**src/xcvr_params.svh**
```systemverilog
`ifndef XCVR_PARAMS_SVH
`define XCVR_PARAMS_SVH

// ****************************************************************
// Register offsets (byte addresses)
// ****************************************************************
`define XCVR_OFS_CTRL 8'h00
`define XCVR_OFS_STORE 8'h04
`define XCVR_OFS_CAPTURE 8'h08
`define XCVR_OFS_STATUS 8'h0C

// ****************************************************************
// Field positions
// ****************************************************************
`define XCVR_CTRL_ENABLE_N 0
`define XCVR_CTRL_DIR 1
`define XCVR_CTRL_SEL_AB 2
`define XCVR_CTRL_SEL_BA 3
`define XCVR_STORE_A_LSB 0
`define XCVR_STORE_B_LSB 8
`define XCVR_CAP_VALID 31
`define XCVR_STAT_OVERFLOW 0
`define XCVR_STAT_PENDING 1

// ****************************************************************
// Reset values and widths
// ****************************************************************
`define XCVR_CTRL_RESET 4'h1
`define XCVR_DATA_W 8
`define XCVR_BUF_DEPTH 2
`define XCVR_RESP_OKAY 2'h0
`define XCVR_RESP_SLVERR 2'h2

`endif

```
**src/xcvr_pkg.sv**
```systemverilog
`default_nettype none

`include "xcvr_params.svh"

package xcvr_pkg;

  // ****************************************************************
  // Control word and capture snapshot
  // ****************************************************************
  typedef struct packed {
    logic sel_ba;
    logic sel_ab;
    logic dir;
    logic enable_n;
  } ctrl_t;

  typedef struct packed {
    logic b_new;
    logic a_new;
    logic [`XCVR_DATA_W-1:0] b_data;
    logic [`XCVR_DATA_W-1:0] a_data;
  } cap_entry_t;

  // Bus pin group: value and drive enable (low while driving)
  typedef struct packed {
    logic [`XCVR_DATA_W-1:0] data;
    logic oe_n;
  } bus_drive_t;

endpackage : xcvr_pkg

`default_nettype wire

```
**src/xcvr_buffer.sv**
```systemverilog
`default_nettype none

module xcvr_buffer #(
  parameter int WIDTH = 18,
  parameter int DEPTH = 2
) (
  // Clock, reset, freeze
  input wire logic i_core_clk,
  input wire logic i_rst_n,
  input wire logic i_ce,
  // Filling side
  input wire logic i_in_valid,
  input wire logic [WIDTH-1:0] i_in_data,
  output logic o_in_ready,
  // Draining side
  output logic o_out_valid,
  output logic [WIDTH-1:0] o_out_data,
  input wire logic i_out_ready
);

  localparam int PW = (DEPTH > 1) ? $clog2(DEPTH) : 1;

  // ****************************************************************
  // Elaboration check
  // ****************************************************************
  if (DEPTH < 2 || (DEPTH & (DEPTH - 1)) != 0 || WIDTH < 1) begin : g_chk
    $error("xcvr_buffer: DEPTH must be a power of two >= 2");
  end

  logic [WIDTH-1:0] mem [DEPTH];
  logic [PW-1:0] wr_ptr;
  logic [PW-1:0] rd_ptr;
  logic [PW:0] count;
  logic [PW-1:0] next_wr_ptr;
  logic [PW-1:0] next_rd_ptr;
  logic [PW:0] next_count;
  logic do_push;
  logic do_pop;

  // Handshakes and next pointers
  always_comb begin
    do_push = i_in_valid && o_in_ready;
    do_pop = o_out_valid && i_out_ready;
    next_wr_ptr = do_push ? wr_ptr + 1'b1 : wr_ptr;
    next_rd_ptr = do_pop ? rd_ptr + 1'b1 : rd_ptr;
    next_count = count;
    if (do_push && !do_pop) begin
      next_count = count + 1'b1;
    end else if (do_pop && !do_push) begin
      next_count = count - 1'b1;
    end
  end

  // Pointer and count registers
  always_ff @(posedge i_core_clk) begin
    if (!i_rst_n) begin
      wr_ptr <= '0;
      rd_ptr <= '0;
      count <= '0;
    end else if (i_ce) begin
      wr_ptr <= next_wr_ptr;
      rd_ptr <= next_rd_ptr;
      count <= next_count;
    end
  end

  // Storage entries, written only on a push
  always_ff @(posedge i_core_clk) begin
    if (i_ce && do_push) begin
      mem[wr_ptr] <= i_in_data;
    end
  end

  // Honest full and empty from the count register
  assign o_in_ready = (count != (PW+1)'(DEPTH));
  assign o_out_valid = (count != '0);
  assign o_out_data = mem[rd_ptr];

endmodule : xcvr_buffer

`default_nettype wire

```
**src/octal_bus_transceiver_register.sv**
```systemverilog
// Contract
// - Each rising edge of A capture clock stores bus A into A register.
// - Each rising edge of B capture clock stores bus B into B register.
// - Capture is never disabled, even while both buses are isolated.
// - Bus driving depends only on enable and direction.
// - Enable high isolates both buses; registers hold without clock edges.
// - Enable low, direction low, B-to-A select low: live B drives A.
// - Enable low, direction low, B-to-A select high: B register drives A.
// - Enable low, direction high, A-to-B select low: live A drives B.
// - Enable low, direction high, A-to-B select high: A register drives B.
// - Switching between live and stored data gives no glitch.
// - Select low chooses live data, select high chooses stored data.
//
// The AXI4-Lite interface to the registers and the address map were chosen for this implementation.
`default_nettype none

`include "xcvr_params.svh"

module octal_bus_transceiver_register #(
  parameter int BUF_DEPTH = `XCVR_BUF_DEPTH
) (
  // Clock, reset, freeze
  input wire logic i_core_clk,
  input wire logic i_rst_n,
  input wire logic i_ce,
  // Capture clock pins
  input wire logic i_a_capture_clock,
  input wire logic i_b_capture_clock,
  // Bus A pins
  input wire logic [`XCVR_DATA_W-1:0] i_bus_a,
  output logic [`XCVR_DATA_W-1:0] o_bus_a,
  output logic o_bus_a_oe_n,
  // Bus B pins
  input wire logic [`XCVR_DATA_W-1:0] i_bus_b,
  output logic [`XCVR_DATA_W-1:0] o_bus_b,
  output logic o_bus_b_oe_n,
  // AXI4-Lite write address and data
  input wire logic i_axi_awvalid,
  output logic o_axi_awready,
  input wire logic [7:0] i_axi_awaddr,
  input wire logic i_axi_wvalid,
  output logic o_axi_wready,
  input wire logic [31:0] i_axi_wdata,
  input wire logic [3:0] i_axi_wstrb,
  // AXI4-Lite write response
  output logic o_axi_bvalid,
  input wire logic i_axi_bready,
  output logic [1:0] o_axi_bresp,
  // AXI4-Lite read
  input wire logic i_axi_arvalid,
  output logic o_axi_arready,
  input wire logic [7:0] i_axi_araddr,
  output logic o_axi_rvalid,
  input wire logic i_axi_rready,
  output logic [31:0] o_axi_rdata,
  output logic [1:0] o_axi_rresp
);

  import xcvr_pkg::*;

  localparam int DW = `XCVR_DATA_W;
  localparam int CW = $bits(cap_entry_t);

  // ****************************************************************
  // Elaboration check
  // ****************************************************************
  if (BUF_DEPTH < 2 || (BUF_DEPTH & (BUF_DEPTH - 1)) != 0) begin : g_chk
    $error("octal_bus_transceiver_register: bad BUF_DEPTH");
  end

  // ****************************************************************
  // Pin synchronisers and capture clock edge detection
  // ****************************************************************
  logic [DW-1:0] a_meta, a_live, b_meta, b_live;
  logic [1:0] clk_meta, clk_sync, clk_prev;
  logic a_rise, b_rise;

  // Two flops per pin before any logic looks at it
  always_ff @(posedge i_core_clk) begin
    if (!i_rst_n) begin
      a_meta <= '0;
      a_live <= '0;
      b_meta <= '0;
      b_live <= '0;
      clk_meta <= '0;
      clk_sync <= '0;
      clk_prev <= '0;
    end else if (i_ce) begin
      a_meta <= i_bus_a;
      a_live <= a_meta;
      b_meta <= i_bus_b;
      b_live <= b_meta;
      clk_meta <= {i_b_capture_clock, i_a_capture_clock};
      clk_sync <= clk_meta;
      clk_prev <= clk_sync;
    end
  end

  // Rising edges seen after synchronisation
  assign a_rise = clk_sync[0] && !clk_prev[0];
  assign b_rise = clk_sync[1] && !clk_prev[1];

  // ****************************************************************
  // Storage registers
  // ****************************************************************
  logic [DW-1:0] a_store, b_store, next_a_store, next_b_store;

  // Capture regardless of enable, direction or select
  always_comb begin
    next_a_store = a_rise ? a_live : a_store;
    next_b_store = b_rise ? b_live : b_store;
  end

  // Contents held while no edge arrives
  always_ff @(posedge i_core_clk) begin
    if (!i_rst_n) begin
      a_store <= '0;
      b_store <= '0;
    end else if (i_ce) begin
      a_store <= next_a_store;
      b_store <= next_b_store;
    end
  end

  // ****************************************************************
  // Bus drivers
  // ****************************************************************
  ctrl_t ctrl, next_ctrl;
  bus_drive_t drive_a, drive_b, next_drive_a, next_drive_b;

  // Enables from enable and direction only; data from the selects
  always_comb begin
    next_drive_a.oe_n = ctrl.enable_n || ctrl.dir;
    next_drive_b.oe_n = ctrl.enable_n || !ctrl.dir;
    next_drive_a.data = ctrl.sel_ba ? b_store : b_live;
    next_drive_b.data = ctrl.sel_ab ? a_store : a_live;
  end

  // Registered pins: the mux never reaches a pin unsettled
  always_ff @(posedge i_core_clk) begin
    if (!i_rst_n) begin
      drive_a <= '{data: '0, oe_n: 1'b1};
      drive_b <= '{data: '0, oe_n: 1'b1};
    end else if (i_ce) begin
      drive_a <= next_drive_a;
      drive_b <= next_drive_b;
    end
  end

  assign o_bus_a = drive_a.data;
  assign o_bus_a_oe_n = drive_a.oe_n;
  assign o_bus_b = drive_b.data;
  assign o_bus_b_oe_n = drive_b.oe_n;

  // ****************************************************************
  // Capture snapshot buffer
  // ****************************************************************
  cap_entry_t cap_in, cap_out;
  logic [CW-1:0] cap_out_bits;
  logic cap_push, cap_ready, cap_valid, cap_pop;

  // One snapshot per cycle with any capture edge
  always_comb begin
    cap_push = a_rise || b_rise;
    cap_in.a_new = a_rise;
    cap_in.b_new = b_rise;
    cap_in.a_data = next_a_store;
    cap_in.b_data = next_b_store;
  end

  xcvr_buffer #(.WIDTH(CW), .DEPTH(BUF_DEPTH)) u_cap_buffer (
    .i_core_clk(i_core_clk),
    .i_rst_n(i_rst_n),
    .i_ce(i_ce),
    .i_in_valid(cap_push),
    .i_in_data(cap_in),
    .o_in_ready(cap_ready),
    .o_out_valid(cap_valid),
    .o_out_data(cap_out_bits),
    .i_out_ready(cap_pop)
  );

  assign cap_out = cap_entry_t'(cap_out_bits);

  // ****************************************************************
  // AXI4-Lite slave
  // ****************************************************************
  logic aw_held, w_held, aw_ready, w_ready, bvalid, arready, rvalid;
  logic overflow, next_aw_held, next_w_held, next_bvalid, next_arready;
  logic next_rvalid, next_overflow, wr_go, rd_go;
  logic [7:0] aw_addr, next_aw_addr;
  logic [31:0] w_data, next_w_data, rdata, next_rdata;
  logic [3:0] w_strb, next_w_strb;
  logic [1:0] bresp, next_bresp, rresp, next_rresp;

  // Write, read and flag next values
  always_comb begin
    next_aw_held = aw_held;
    next_w_held = w_held;
    next_aw_addr = aw_addr;
    next_w_data = w_data;
    next_w_strb = w_strb;
    next_bvalid = bvalid;
    next_bresp = bresp;
    next_arready = arready;
    next_rvalid = rvalid;
    next_rdata = rdata;
    next_rresp = rresp;
    next_ctrl = ctrl;
    next_overflow = overflow;
    cap_pop = 1'b0;
    // Address and data taken in either order
    if (i_axi_awvalid && !aw_held) begin
      next_aw_held = 1'b1;
      next_aw_addr = i_axi_awaddr;
    end
    if (i_axi_wvalid && !w_held) begin
      next_w_held = 1'b1;
      next_w_data = i_axi_wdata;
      next_w_strb = i_axi_wstrb;
    end
    wr_go = aw_held && w_held && !bvalid;
    if (wr_go) begin
      next_bvalid = 1'b1;
      next_bresp = `XCVR_RESP_OKAY;
      unique case (aw_addr)
        `XCVR_OFS_CTRL: begin
          if (w_strb[0]) begin
            next_ctrl = ctrl_t'(w_data[`XCVR_CTRL_SEL_BA:0]);
          end
        end
        `XCVR_OFS_STATUS: begin
          if (w_strb[0] && w_data[`XCVR_STAT_OVERFLOW]) begin
            next_overflow = 1'b0;
          end
        end
        `XCVR_OFS_STORE, `XCVR_OFS_CAPTURE: ; // Read-only, write ignored
        default: begin
          next_bresp = `XCVR_RESP_SLVERR;
        end
      endcase
    end
    if (bvalid && i_axi_bready) begin
      next_bvalid = 1'b0;
      next_aw_held = 1'b0;
      next_w_held = 1'b0;
    end
    // Lost snapshot: set beats a same-cycle clear
    if (cap_push && !cap_ready) begin
      next_overflow = 1'b1;
    end
    // Read channel; a read of the capture word pops it
    rd_go = i_axi_arvalid && arready;
    if (rd_go) begin
      next_arready = 1'b0;
      next_rvalid = 1'b1;
      next_rdata = 32'h0000_0000;
      next_rresp = `XCVR_RESP_OKAY;
      unique case (i_axi_araddr)
        `XCVR_OFS_CTRL: begin
          next_rdata[`XCVR_CTRL_SEL_BA:0] = ctrl;
        end
        `XCVR_OFS_STORE: begin
          next_rdata[`XCVR_STORE_A_LSB +: DW] = a_store;
          next_rdata[`XCVR_STORE_B_LSB +: DW] = b_store;
        end
        `XCVR_OFS_CAPTURE: begin
          if (cap_valid) begin
            next_rdata[CW-1:0] = cap_out;
            next_rdata[`XCVR_CAP_VALID] = 1'b1;
            cap_pop = 1'b1;
          end
        end
        `XCVR_OFS_STATUS: begin
          next_rdata[`XCVR_STAT_OVERFLOW] = overflow;
          next_rdata[`XCVR_STAT_PENDING] = cap_valid;
        end
        default: begin
          next_rresp = `XCVR_RESP_SLVERR;
        end
      endcase
    end
    if (rvalid && i_axi_rready) begin
      next_rvalid = 1'b0;
      next_arready = 1'b1;
    end
  end

  // Slave registers
  always_ff @(posedge i_core_clk) begin
    if (!i_rst_n) begin
      aw_held <= 1'b0;
      w_held <= 1'b0;
      aw_ready <= 1'b1;
      w_ready <= 1'b1;
      aw_addr <= 8'h00;
      w_data <= 32'h0000_0000;
      w_strb <= 4'h0;
      bvalid <= 1'b0;
      bresp <= `XCVR_RESP_OKAY;
      arready <= 1'b1;
      rvalid <= 1'b0;
      rdata <= 32'h0000_0000;
      rresp <= `XCVR_RESP_OKAY;
      ctrl <= ctrl_t'(`XCVR_CTRL_RESET);
      overflow <= 1'b0;
    end else if (i_ce) begin
      aw_held <= next_aw_held;
      w_held <= next_w_held;
      aw_ready <= !next_aw_held;
      w_ready <= !next_w_held;
      aw_addr <= next_aw_addr;
      w_data <= next_w_data;
      w_strb <= next_w_strb;
      bvalid <= next_bvalid;
      bresp <= next_bresp;
      arready <= next_arready;
      rvalid <= next_rvalid;
      rdata <= next_rdata;
      rresp <= next_rresp;
      ctrl <= next_ctrl;
      overflow <= next_overflow;
    end
  end

  // Ready flags come from their own flops
  assign o_axi_awready = aw_ready;
  assign o_axi_wready = w_ready;
  assign o_axi_bvalid = bvalid;
  assign o_axi_bresp = bresp;
  assign o_axi_arready = arready;
  assign o_axi_rvalid = rvalid;
  assign o_axi_rdata = rdata;
  assign o_axi_rresp = rresp;

endmodule : octal_bus_transceiver_register

`default_nettype wire

```
**config.mk**
```make
export PLATFORM = sky130hd
export DESIGN_NAME = octal_bus_transceiver_register
export DESIGN_NICKNAME = d
export VERILOG_FILES = /design/src/xcvr_pkg.sv /design/src/xcvr_buffer.sv /design/src/octal_bus_transceiver_register.sv
export VERILOG_INCLUDE_DIRS = /design/src /design/src/src
export SDC_FILE = /design/constraint.sdc
export NUM_CORES = 1
export LEC_CHECK = 0
export BUFFER_PORTS_ARGS = -buffer_cell sky130_fd_sc_hd__buf_2
export CAP_MARGIN = 10
export CORE_ASPECT_RATIO = 0.7
export CORE_MARGIN = 3
export CORE_UTILIZATION = 45
export CTS_CLUSTER_DIAMETER = 80
export DETAILED_ROUTE_END_ITERATION = 16
export PLACE_DENSITY_LB_ADDON = 0.12
export RECOVER_POWER = 100
export REMOVE_ABC_BUFFERS = 1
export SLEW_MARGIN = 40
export SYNTH_ARGS = -nofsm -noshare
export SYNTH_HDL_FRONTEND = slang
export SYNTH_SLANG_ARGS = --single-unit
export TNS_END_PERCENT = 50
```
**constraint.sdc**
```tcl
create_clock -name i_core_clk -period 2.3 [get_ports i_core_clk]
set_input_delay 0 -clock i_core_clk [delete_from_list [all_inputs] [get_ports i_core_clk]]
set_output_delay 0 -clock i_core_clk [all_outputs]
set_load 0.02 [all_outputs]
```
==> flow_metrics.tcl, run 1 <==
set metrics [dict create \
    outcome "finished, final reports clean" \
    cts_resized 0 \
    cp_cell_sequence "dlygate4sd3_1 > clkbuf_1 > nand4_1 > nor3_4 > nand2_2 > o21ai_0" \
    ctsHtreeMaxLevel 4 \
    dieArea_um2 16200 \
    drt-total-wl_mm 14.0 \
    cts-root-buf "clkbuf_16" \
    yosys_warnings 0 \
    holdBufCountCts 40 \
    overflow 0 \
    rsz0062_at_grt "no" \
    path_class "in2reg" \
    drc 0 \
    boundaryPins 137 \
    hpwlAfterDp_mm 8.98 \
    numCtsBuffers 17 \
    ff2ff_path_depth 5 \
    synth_top_area_cell "dfxtp_1" \
    cp-start-kind "input port" \
    clkSinkCount 159 \
    layout-drive-gt1-share_pct 12.4 \
    synth-seq-cells 159 \
    synth.area.top_cells "dfxtp_1 (37%), edfxtp_1 (16%), mux2i_1 (16%), nor2b_1 (7.1%), mux2_2 (2.9%)" \
    powerDensity_nw_per_um2 746 \
    dr.pass1.iters 4 \
    hold_class "in2reg" \
    gp_congestion 0.733 \
    crit_path_top_delay_cell "clkbuf_1" \
    final_common_cell "dfxtp_1" \
    nets 775 \
    grt_antenna_before_repair 1 \
    grt_first_pass_wirelength_mm 22.3 \
    drv_cap 0 \
    grt_start_max_net_pins 102 \
    vias_per_cell 5.01 \
    r2r_setup_slack_ns 0.35 \
    maxSlewHeadroom_pct 44.3 \
    ctsLongestPathBuffers 2 \
    async_reset_ff_share_pct 0 \
    r2r-start "clk_sync[1]" \
    wl_per_cell_um 15.5 \
    critPathRequiredTime_ns 2.64 \
    clk_latency_ns 0.42 \
    layout_common_cells "dfxtp_1 (123), mux2i_1 (107), nor2b_1 (74), clkbuf_1 (51), buf_2 (44)" \
    final.setup.tns_ns 0 \
    track_usage_pct 17.9 \
    cp-end-kind "flop" \
    clk_pin_slew_ns 0.06 \
    drt_iter0_markers 223 \
    worstReg2RegEnd "u_cap_buffer.mem[0][1]" \
    syn_inst 574 \
    final.period_utilization_pct 88.1 \
    synthFlopType "dfxtp_1" \
    yosysTopAreaCellShare_pct 37.3 \
    synth_cell_types 45 \
    postCtsSetupRepairBufs 0 \
    numPortBuffers 90 \
    postLayoutCoreUtil_pct 56.9 \
    fin_worst_skew_ns 0.00579 \
    syn_area_um2 6600 \
    nFillCells 1212 \
    yosysSeqAreaShare_pct 53.7 \
    core-area_um2 14100 \
    area_delta_synth_final_pct 22.0 \
    hold_viol 0 \
    drv_slew 0 \
    ant_nets 0 \
    whs_path_depth 3 \
    cts_tree "yes" \
    diodes 0 \
    hp-start "i_ce" \
    arrival_ns 2.36 \
    tightest_slew_ns 0.836 \
    max_freq_mhz 494 \
    layout_min_cycle_time_ns 2.03 \
    leakage_nw 3.39 \
    cp_slowest_stage_delay_ns 0.62 \
    min_to "overflow" \
    worstPathMaxFanout 12 \
    placed_cells 827 \
    die_w_um 151 \
    syn_avg_cell_area_um2 11.5 \
    vias 4507 \
    die_h_um 107 \
    row_count 36 \
    vdd_drop_max_v 0.000545 \
    instances_no_fill 899 \
    synth-edff-count 36 \
    initial_core_util_pct 46.6 \
    grt_pass1_vias 4357 \
    setup_viol 0 \
]
[synth_stat cells (2+ instances only)]
master and instances:
nand3b_1 2, nor2b_1 75, o211a_1 19, buf_4 17
and3_1 2, nand4_1 2, o22ai_1 4, o21ai_1 12
buf_6 2, a22oi_1 13, o21a_1 2, inv_1 2
clkbuf_1 21, edfxtp_1 36, or3_1 2, o211ai_1 5
buf_1 2, buf_2 11, nor2_1 11, a32o_1 2
xnor2_1 2, a21oi_1 5, mux2_2 17, mux2i_1 107
nand3_1 7, and2_1 3, nand2_1 39, nor4_4 2
o21ai_0 7, nand2b_1 6, dfxtp_1 123
[state kept, by name, indices dropped and copies added (netlist names), 2 cells and up, named ones only]
register	count
u_cap_buffer.mem	36
o_axi_rdata	19
a_live	8
a_meta	8
a_store	8
aw_addr	8
b_live	8
b_meta	8
b_store	8
o_bus_a	8
o_bus_b	8
ctrl	4
w_data	4
clk_meta	2
clk_prev	2
clk_sync	2
u_cap_buffer.count	2
[through the flow]
step,setup slack (ns),hold slack [ns],total power [mW],area [um2]
after floorplan,0.00269,0.0619,3.25,6360
after global placement,0.386,0.251,3.42,7170
after detailed placement,0.313,0.266,3.44,7170
after CTS,0.363,0.00501,6.08,8120
after global routing,0.0980,0.0356,6.23,8040
final,0.274,0.0292,6.00,8040
[power breakdown]
part	total, mW	switching, mW	internal (mW)
combinational	0.459	0.249	0.210
clock	2.58	1.03	1.55
sequential	2.96	0.0433	2.92
total	6.00	1.32	4.68
[cells by family (layout without fill, tap and decap cells)]
family / Yosys count / count (layout) / synth area share (%)
buf+inv: 55 / 176 / 4.53
mux: 124 / 124 / 19.1
simple gates: 160 / 160 / 14.0
fa+ha+maj: 1 / 1 / 0.190
xor+xnor: 3 / 3 / 0.398
other cells: 1 / 15 / 0.0569
flops: 159 / 159 / 53.7
compound gates: 71 / 71 / 7.91
[metal layers]
metal / track usage, % / vias to the layer above / wire [um]
met1: 24.8 / 2125 / 6960
met2: 27.2 / 112 / 6020
met3: 5.39 / 16 / 778
met4: 5.69 / 0 / 189
li1: - / 2254 / -
met5: 0 / - / 0
[worst max path at each step]
stage	startpoint	end	slack (ns)	cells past startpoint
finish	i_rst_n	o_axi_rdata[9]	0.27	6
global route	i_rst_n	o_axi_rdata[6]	0.1	6
CTS	u_cap_buffer.count[0]	u_cap_buffer.count[1]	0.36	8
detailed placement	i_axi_araddr[5]	u_cap_buffer.count[1]	0.31	9
global placement	i_axi_araddr[5]	u_cap_buffer.count[1]	0.39	9
floorplan	clk_sync[1]	u_cap_buffer.mem[0][0]	0.003	3
[area by class of cell]
type | instances | area [um2] | area share (%)
flip-flops and latches | 159 | 3540 | 44.1
multi-input cells | 374 | 2810 | 35.0
repair buffers | 142 | 898 | 11.2
clock buffers | 23 | 478 | 5.94
well taps | 190 | 238 | 2.96
clock inverters | 9 | 65.1 | 0.809
inverters | 2 | 7.51 | 0.0933
[critical path: cells and delay by family]
family | cells | cell delay (ns)
compound gates | 1 | 0.25
buf+inv | 2 | 1.14
simple gates | 3 | 0.95
(Power assumes the default switching activity.)
==> run 2: changes to the inputs <==
--- a/config.mk
+++ b/config.mk
@@ -10,7 +10,7 @@
 export CAP_MARGIN = 10
 export CORE_ASPECT_RATIO = 0.7
 export CORE_MARGIN = 3
-export CORE_UTILIZATION = 45
+export CORE_UTILIZATION = 40
 export CTS_CLUSTER_DIAMETER = 80
 export DETAILED_ROUTE_END_ITERATION = 16
 export PLACE_DENSITY_LB_ADDON = 0.12
==> flow_metrics.tcl, run 2 (synthesis results as in run 1) <==
set metrics [dict create \
    ctsLongestPathBuffers 2 \
    cellInternalPower_mw 4.96 \
    grt_antenna_before_repair 0 \
    layout_common_cells "dfxtp_1 (123), mux2i_1 (107), nor2b_1 (75), clkbuf_1 (52), buf_2 (45)" \
    cp-start-kind "flop" \
    clockPowerShare_pct 45.8 \
    maxSlewHeadroom_pct 25.4 \
    path_class "reg2reg" \
    crit_start "o_axi_arready" \
    nets 779 \
    drc 0 \
    initial_core_util_pct 41.7 \
    nFillCells 1436 \
    clk_pin_slew_ns 0.06 \
    vdd_drop_max_v 0.000451 \
    drv_slew 0 \
    clkSinkCount 159 \
    vias 4505 \
    hold_class "in2reg" \
    hpwlAfterDp_mm 9.51 \
    swShare_pct 21.5 \
    numPortBuffers 90 \
    row_count 38 \
    cts_tree "yes" \
    layout-drive-gt1-share_pct 12.6 \
    layout_min_cycle_time_ns 2.03 \
    powerDensity_nw_per_um2 777 \
    holdBufCountCts 40 \
    r2r-start "o_axi_arready" \
    postCtsSetupRepairBufs 0 \
    hp-start "i_axi_araddr[2]" \
    boundaryPins 137 \
    outcome "finished, final reports clean" \
    dr.pass1.iters 4 \
    p_comb_share_pct 7.3 \
    dieArea_um2 18100 \
    worstPathMaxFanout 18 \
    cp-end-kind "flop" \
    core-area_um2 15800 \
    wl_per_cell_um 15.6 \
    whs_path_depth 3 \
    arrival_ns 2.37 \
    ff2ff_path_depth 5 \
    critPathRequiredTime_ns 2.64 \
    grt_start_max_net_pins 67 \
    max_freq_mhz 493 \
    fin_worst_skew_ns 0.00812 \
    vias_per_cell 4.83 \
    largest-register "u_cap_buffer.mem" \
    ctsHtreeMaxLevel 4 \
    drt-total-wl_mm 14.5 \
    overflow 0 \
    p_sw_mw 1.36 \
    setup_viol 0 \
    diodes 0 \
    clk_latency_ns 0.42 \
    power_frac_seq_pct 46.9 \
    numCtsBuffers 17 \
    grt_first_pass_wirelength_mm 23.5 \
    rsz0062_at_grt "no" \
    tightest_slew_ns 1.12 \
    grt_pass1_vias 4516 \
    leakage_nw 3.41 \
    final.period_utilization_pct 88.2 \
    hold_viol 0 \
    cts_resized 0 \
    drv_cap 0 \
    track_usage_pct 16.4 \
    area_delta_synth_final_pct 23.1 \
    largest_register_ffs 36 \
    ant_nets 0 \
    die_h_um 113 \
    final.setup.tns_ns 0 \
    die_w_um 159 \
    pre_cts_ws_ns 0.226 \
    gp_congestion 0.789 \
    drt_iter0_markers 214 \
    post-route-worst-setup-slack_ns 0.271 \
    final_common_cell "dfxtp_1" \
    cts-root-buf "clkbuf_16" \
]
## run 2: final timing paths
check	end	slack, ns
setup / recovery	o_axi_rdata[5]	0.27
hold reg to reg	o_axi_rdata[1]	0.44
hold / removal	o_axi_rdata[1]	0.03
setup reg to reg	o_axi_rdata[5]	0.27
## run 2: area by class of cell
| cell class | instances | area [um2] | area share, % |
|---|---|---|---|
| clock inverters | 9 | 140 | 1.73 |
| flip-flops and latches | 159 | 3540 | 43.6 |
| inverters | 2 | 7.51 | 0.0924 |
| repair buffers | 146 | 895 | 11.0 |
| well taps | 220 | 275 | 3.39 |
| clock buffers | 23 | 458 | 5.64 |
| multi-input cells | 374 | 2800 | 34.5 |
## run 2: critical path, cell delays in order, from the launching register on
cell,delay (ns)
dfxtp_1,0.35
and3_1,0.27
nor2b_1,0.13
clkbuf_1,0.83
a22oi_1,0.23
o21ai_0,0.13
## run 2: stage by stage
stage	utilization [%]	hold WS [ns]	instance area, um2	total power, mW	instances
2_1_floorplan	-	0.0619	6360	3.25	535
3_3_place_gp	45.5	0.253	7210	3.43	861
3_5_place_dp	45.5	0.263	7210	3.44	861
4_1_cts	51.8	0.00318	8210	6.39	933
5_1_grt	51.3	0.0560	8120	6.55	933
6_report	51.3	0.0254	8120	6.31	933
## run 2: power by group through the flow
stage               Sequential, mW  Combinational, mW  Clock (mW)
global route                  2.97              0.506        3.07
global placement              3.02              0.406           0
CTS                           2.96              0.470        2.96
detailed placement            3.02              0.414           0
floorplan                     3.04              0.207           0
finish                        2.96              0.460        2.89
## run 2: routing by layer
| metal | track usage [%] | share of wire, % | up-vias | routed length (um) |
|---|---|---|---|---|
| met3 | 4.57 | 5.4 | 13 | 781 |
| li1 | - | - | 2257 | - |
| met5 | 0 | 0 | - | 0 |
| met4 | 5.25 | 1.0 | 0 | 149 |
| met2 | 25.4 | 43 | 96 | 6240 |
| met1 | 22.5 | 51 | 2139 | 7350 |
==> run 3: changes to the inputs <==
==> constraint.sdc (replaced) <==
create_clock -name i_core_clk -period 1.65 [get_ports i_core_clk]
set_input_delay 0 -clock i_core_clk [delete_from_list [all_inputs] [get_ports i_core_clk]]
set_output_delay 0 -clock i_core_clk [all_outputs]
set_load 0.02 [all_outputs]
==> flow_metrics.tcl, run 3 (synthesis results as in run 1) <==
set metrics [dict create \
    layout_min_cycle_time_ns 1.63 \
    clk_latency_ns 0.43 \
    final_common_cell "dfxtp_1" \
    cp-end-kind "flop" \
    setup_viol 0 \
    drv_slew 0 \
    gr-usage-met3_pct 4.72 \
    final.period_utilization_pct 98.7 \
    tightest_slew_ns 0.745 \
    vias 4560 \
    largest-register "u_cap_buffer.mem" \
    hpwlAfterDp_mm 9.85 \
    cts_tree "yes" \
    nets 799 \
    placed_area_um2 7400 \
    regArea_um2 3540 \
    overflow 0 \
    numCtsBuffers 17 \
    leakage_nw 3.53 \
    vias_per_cell 4.78 \
    largest_register_ffs 36 \
    die_w_um 159 \
    instances_no_fill 953 \
    clk_pin_slew_ns 0.07 \
    max_freq_mhz 614 \
    top_usage_layer "met2" \
    hold_viol 0 \
    grt_pass1_vias 4506 \
    min_to "o_axi_rdata[1]" \
    ant_nets 0 \
    powerDensity_nw_per_um2 1060 \
    diodes 0 \
    maxSlewHeadroom_pct 50.3 \
    r2r_setup_slack_ns 0.02 \
    path_class "reg2reg" \
    ff2ff_path_depth 6 \
    initial_core_util_pct 41.7 \
    post-route-worst-setup-slack_ns 0.0211 \
    total_power_mw 8.86 \
    nFillCells 1441 \
    layout-drive-gt1-share_pct 16.9 \
    vdd_drop_max_v 0.000504 \
    hp-start "i_axi_araddr[2]" \
    cts-root-buf "clkbuf_16" \
    layout_common_cells "dfxtp_1 (123), mux2i_1 (107), nor2b_1 (73), clkbuf_1 (48), buf_2 (46)" \
    worstReg2RegEnd "b_store[1]" \
    row_count 38 \
    outcome "finished, final reports clean" \
    whs_path_depth 4 \
    drv_cap 0 \
    fin_worst_skew_ns 0.00984 \
    postLayoutCoreUtil_pct 52.7 \
    die_h_um 113 \
    gp_congestion 0.781 \
    stdcell_area_um2 8340 \
    cp_slowest_stage_delay_ns 0.41 \
    core-area_um2 15800 \
    rsz0062_at_grt "yes" \
    r2r-start "clk_sync[1]" \
    grt_start_max_net_pins 87 \
    use_met1_pct 23.5 \
    hold_class "in2reg" \
    wl_per_cell_um 15.3 \
    dr.pass1.iters 5 \
    worstPathMaxFanout 4 \
    grt_first_pass_wirelength_mm 23.6 \
    drt_iter0_markers 232 \
    track_usage_pct 16.6 \
    clkSinkCount 159 \
    boundaryPins 137 \
    drc 0 \
    numPortBuffers 90 \
    cp-start-kind "flop" \
    pre_cts_ws_ns -0.218 \
    multiInputGateArea_um2 2820 \
    ctsHtreeMaxLevel 4 \
    area_delta_synth_final_pct 26.5 \
    drt-total-wl_mm 14.6 \
    grt_antenna_before_repair 1 \
    ctsLongestPathBuffers 2 \
    critPathRequiredTime_ns 1.97 \
    grt_util_met2_pct 24.8 \
    crit_path_top_delay_cell "mux2_1" \
    cp_cell_sequence "nor2b_2 > buf_6 > clkbuf_1 > mux2_1 > mux2i_1 > nor2b_1" \
    arrival_ns 1.95 \
    dieArea_um2 18100 \
    placed_cells 880 \
]
==> run 3: changes by cell type in the layout (fill, tap and decap cells not counted), moves of 3 or more <==
cell      delta
inv_6        +3
clkinv_1     -3
o21ai_0      -6
buf_4       +12
o21ai_1      +6
clkbuf_1     -4
==> run 3: worst max path at each step <==
stage,depth (start not counted),slack [ns],to,from
after floorplan,3,-0.65,u_cap_buffer.mem[0][0],clk_sync[1]
after global placement,9,-0.18,u_cap_buffer.count[1],i_axi_araddr[5]
after detailed placement,9,-0.22,u_cap_buffer.count[1],i_axi_araddr[5]
after CTS,8,0.03,u_cap_buffer.count[1],u_cap_buffer.count[0]
after global routing,6,-0.05,b_store[1],clk_sync[1]
final,6,0.02,b_store[1],clk_sync[1]
==> run 3: cell type report <==
type	instances	area share, %
flip-flops and latches	159	42.5
inverters	2	0.0900
clock buffers	17	5.10
clock inverters	15	2.22
multi-input cells	374	33.8
repair buffers	166	13.0
well taps	220	3.30
==> run 3: through the flow <==
step                hold slack (ns)  setup TNS, ns
floorplan                    0.0619         -20.34
detailed placement            0.265         -0.364
global route                 0.0837         -0.372
global placement              0.254         -0.288
CTS                          0.0298              0
finish                       0.0476              0
==> run 3: power breakdown <==
group          total, mW  leakage [nW]  internal, mW  switching [mW]
sequential          4.13          1.40          4.07          0.0595
clock               4.05         0.296          2.41            1.64
combinational      0.681          1.84         0.323           0.359
==> run 3: worst max-delay path: cells and delay by family, from the launching register on <==
family        cells  cell delay [ns]
buf+inv           2             0.38
flops             1             0.33
mux               2             0.56
simple gates      2             0.26
==> run 3: layer usage <==
| layer | wire [um] | vias to the layer above |
|---|---|---|
| met3 | 592 | 11 |
| li1 | - | 2298 |
| met5 | 0 | - |
| met4 | 144 | 0 |
| met1 | 7670 | 2158 |
| met2 | 6160 | 93 |
==> run 3: what timing repair did <==
action | in CTS | in global routing
resized for setup | 1 | 10
setup endpoints to repair | 2 | 26
cloned | 0 | 0
hold buffers | 39 | 0
hold endpoints to repair | 40 | 0
pin swaps | 3 | 1
setup buffers | 0 | 2
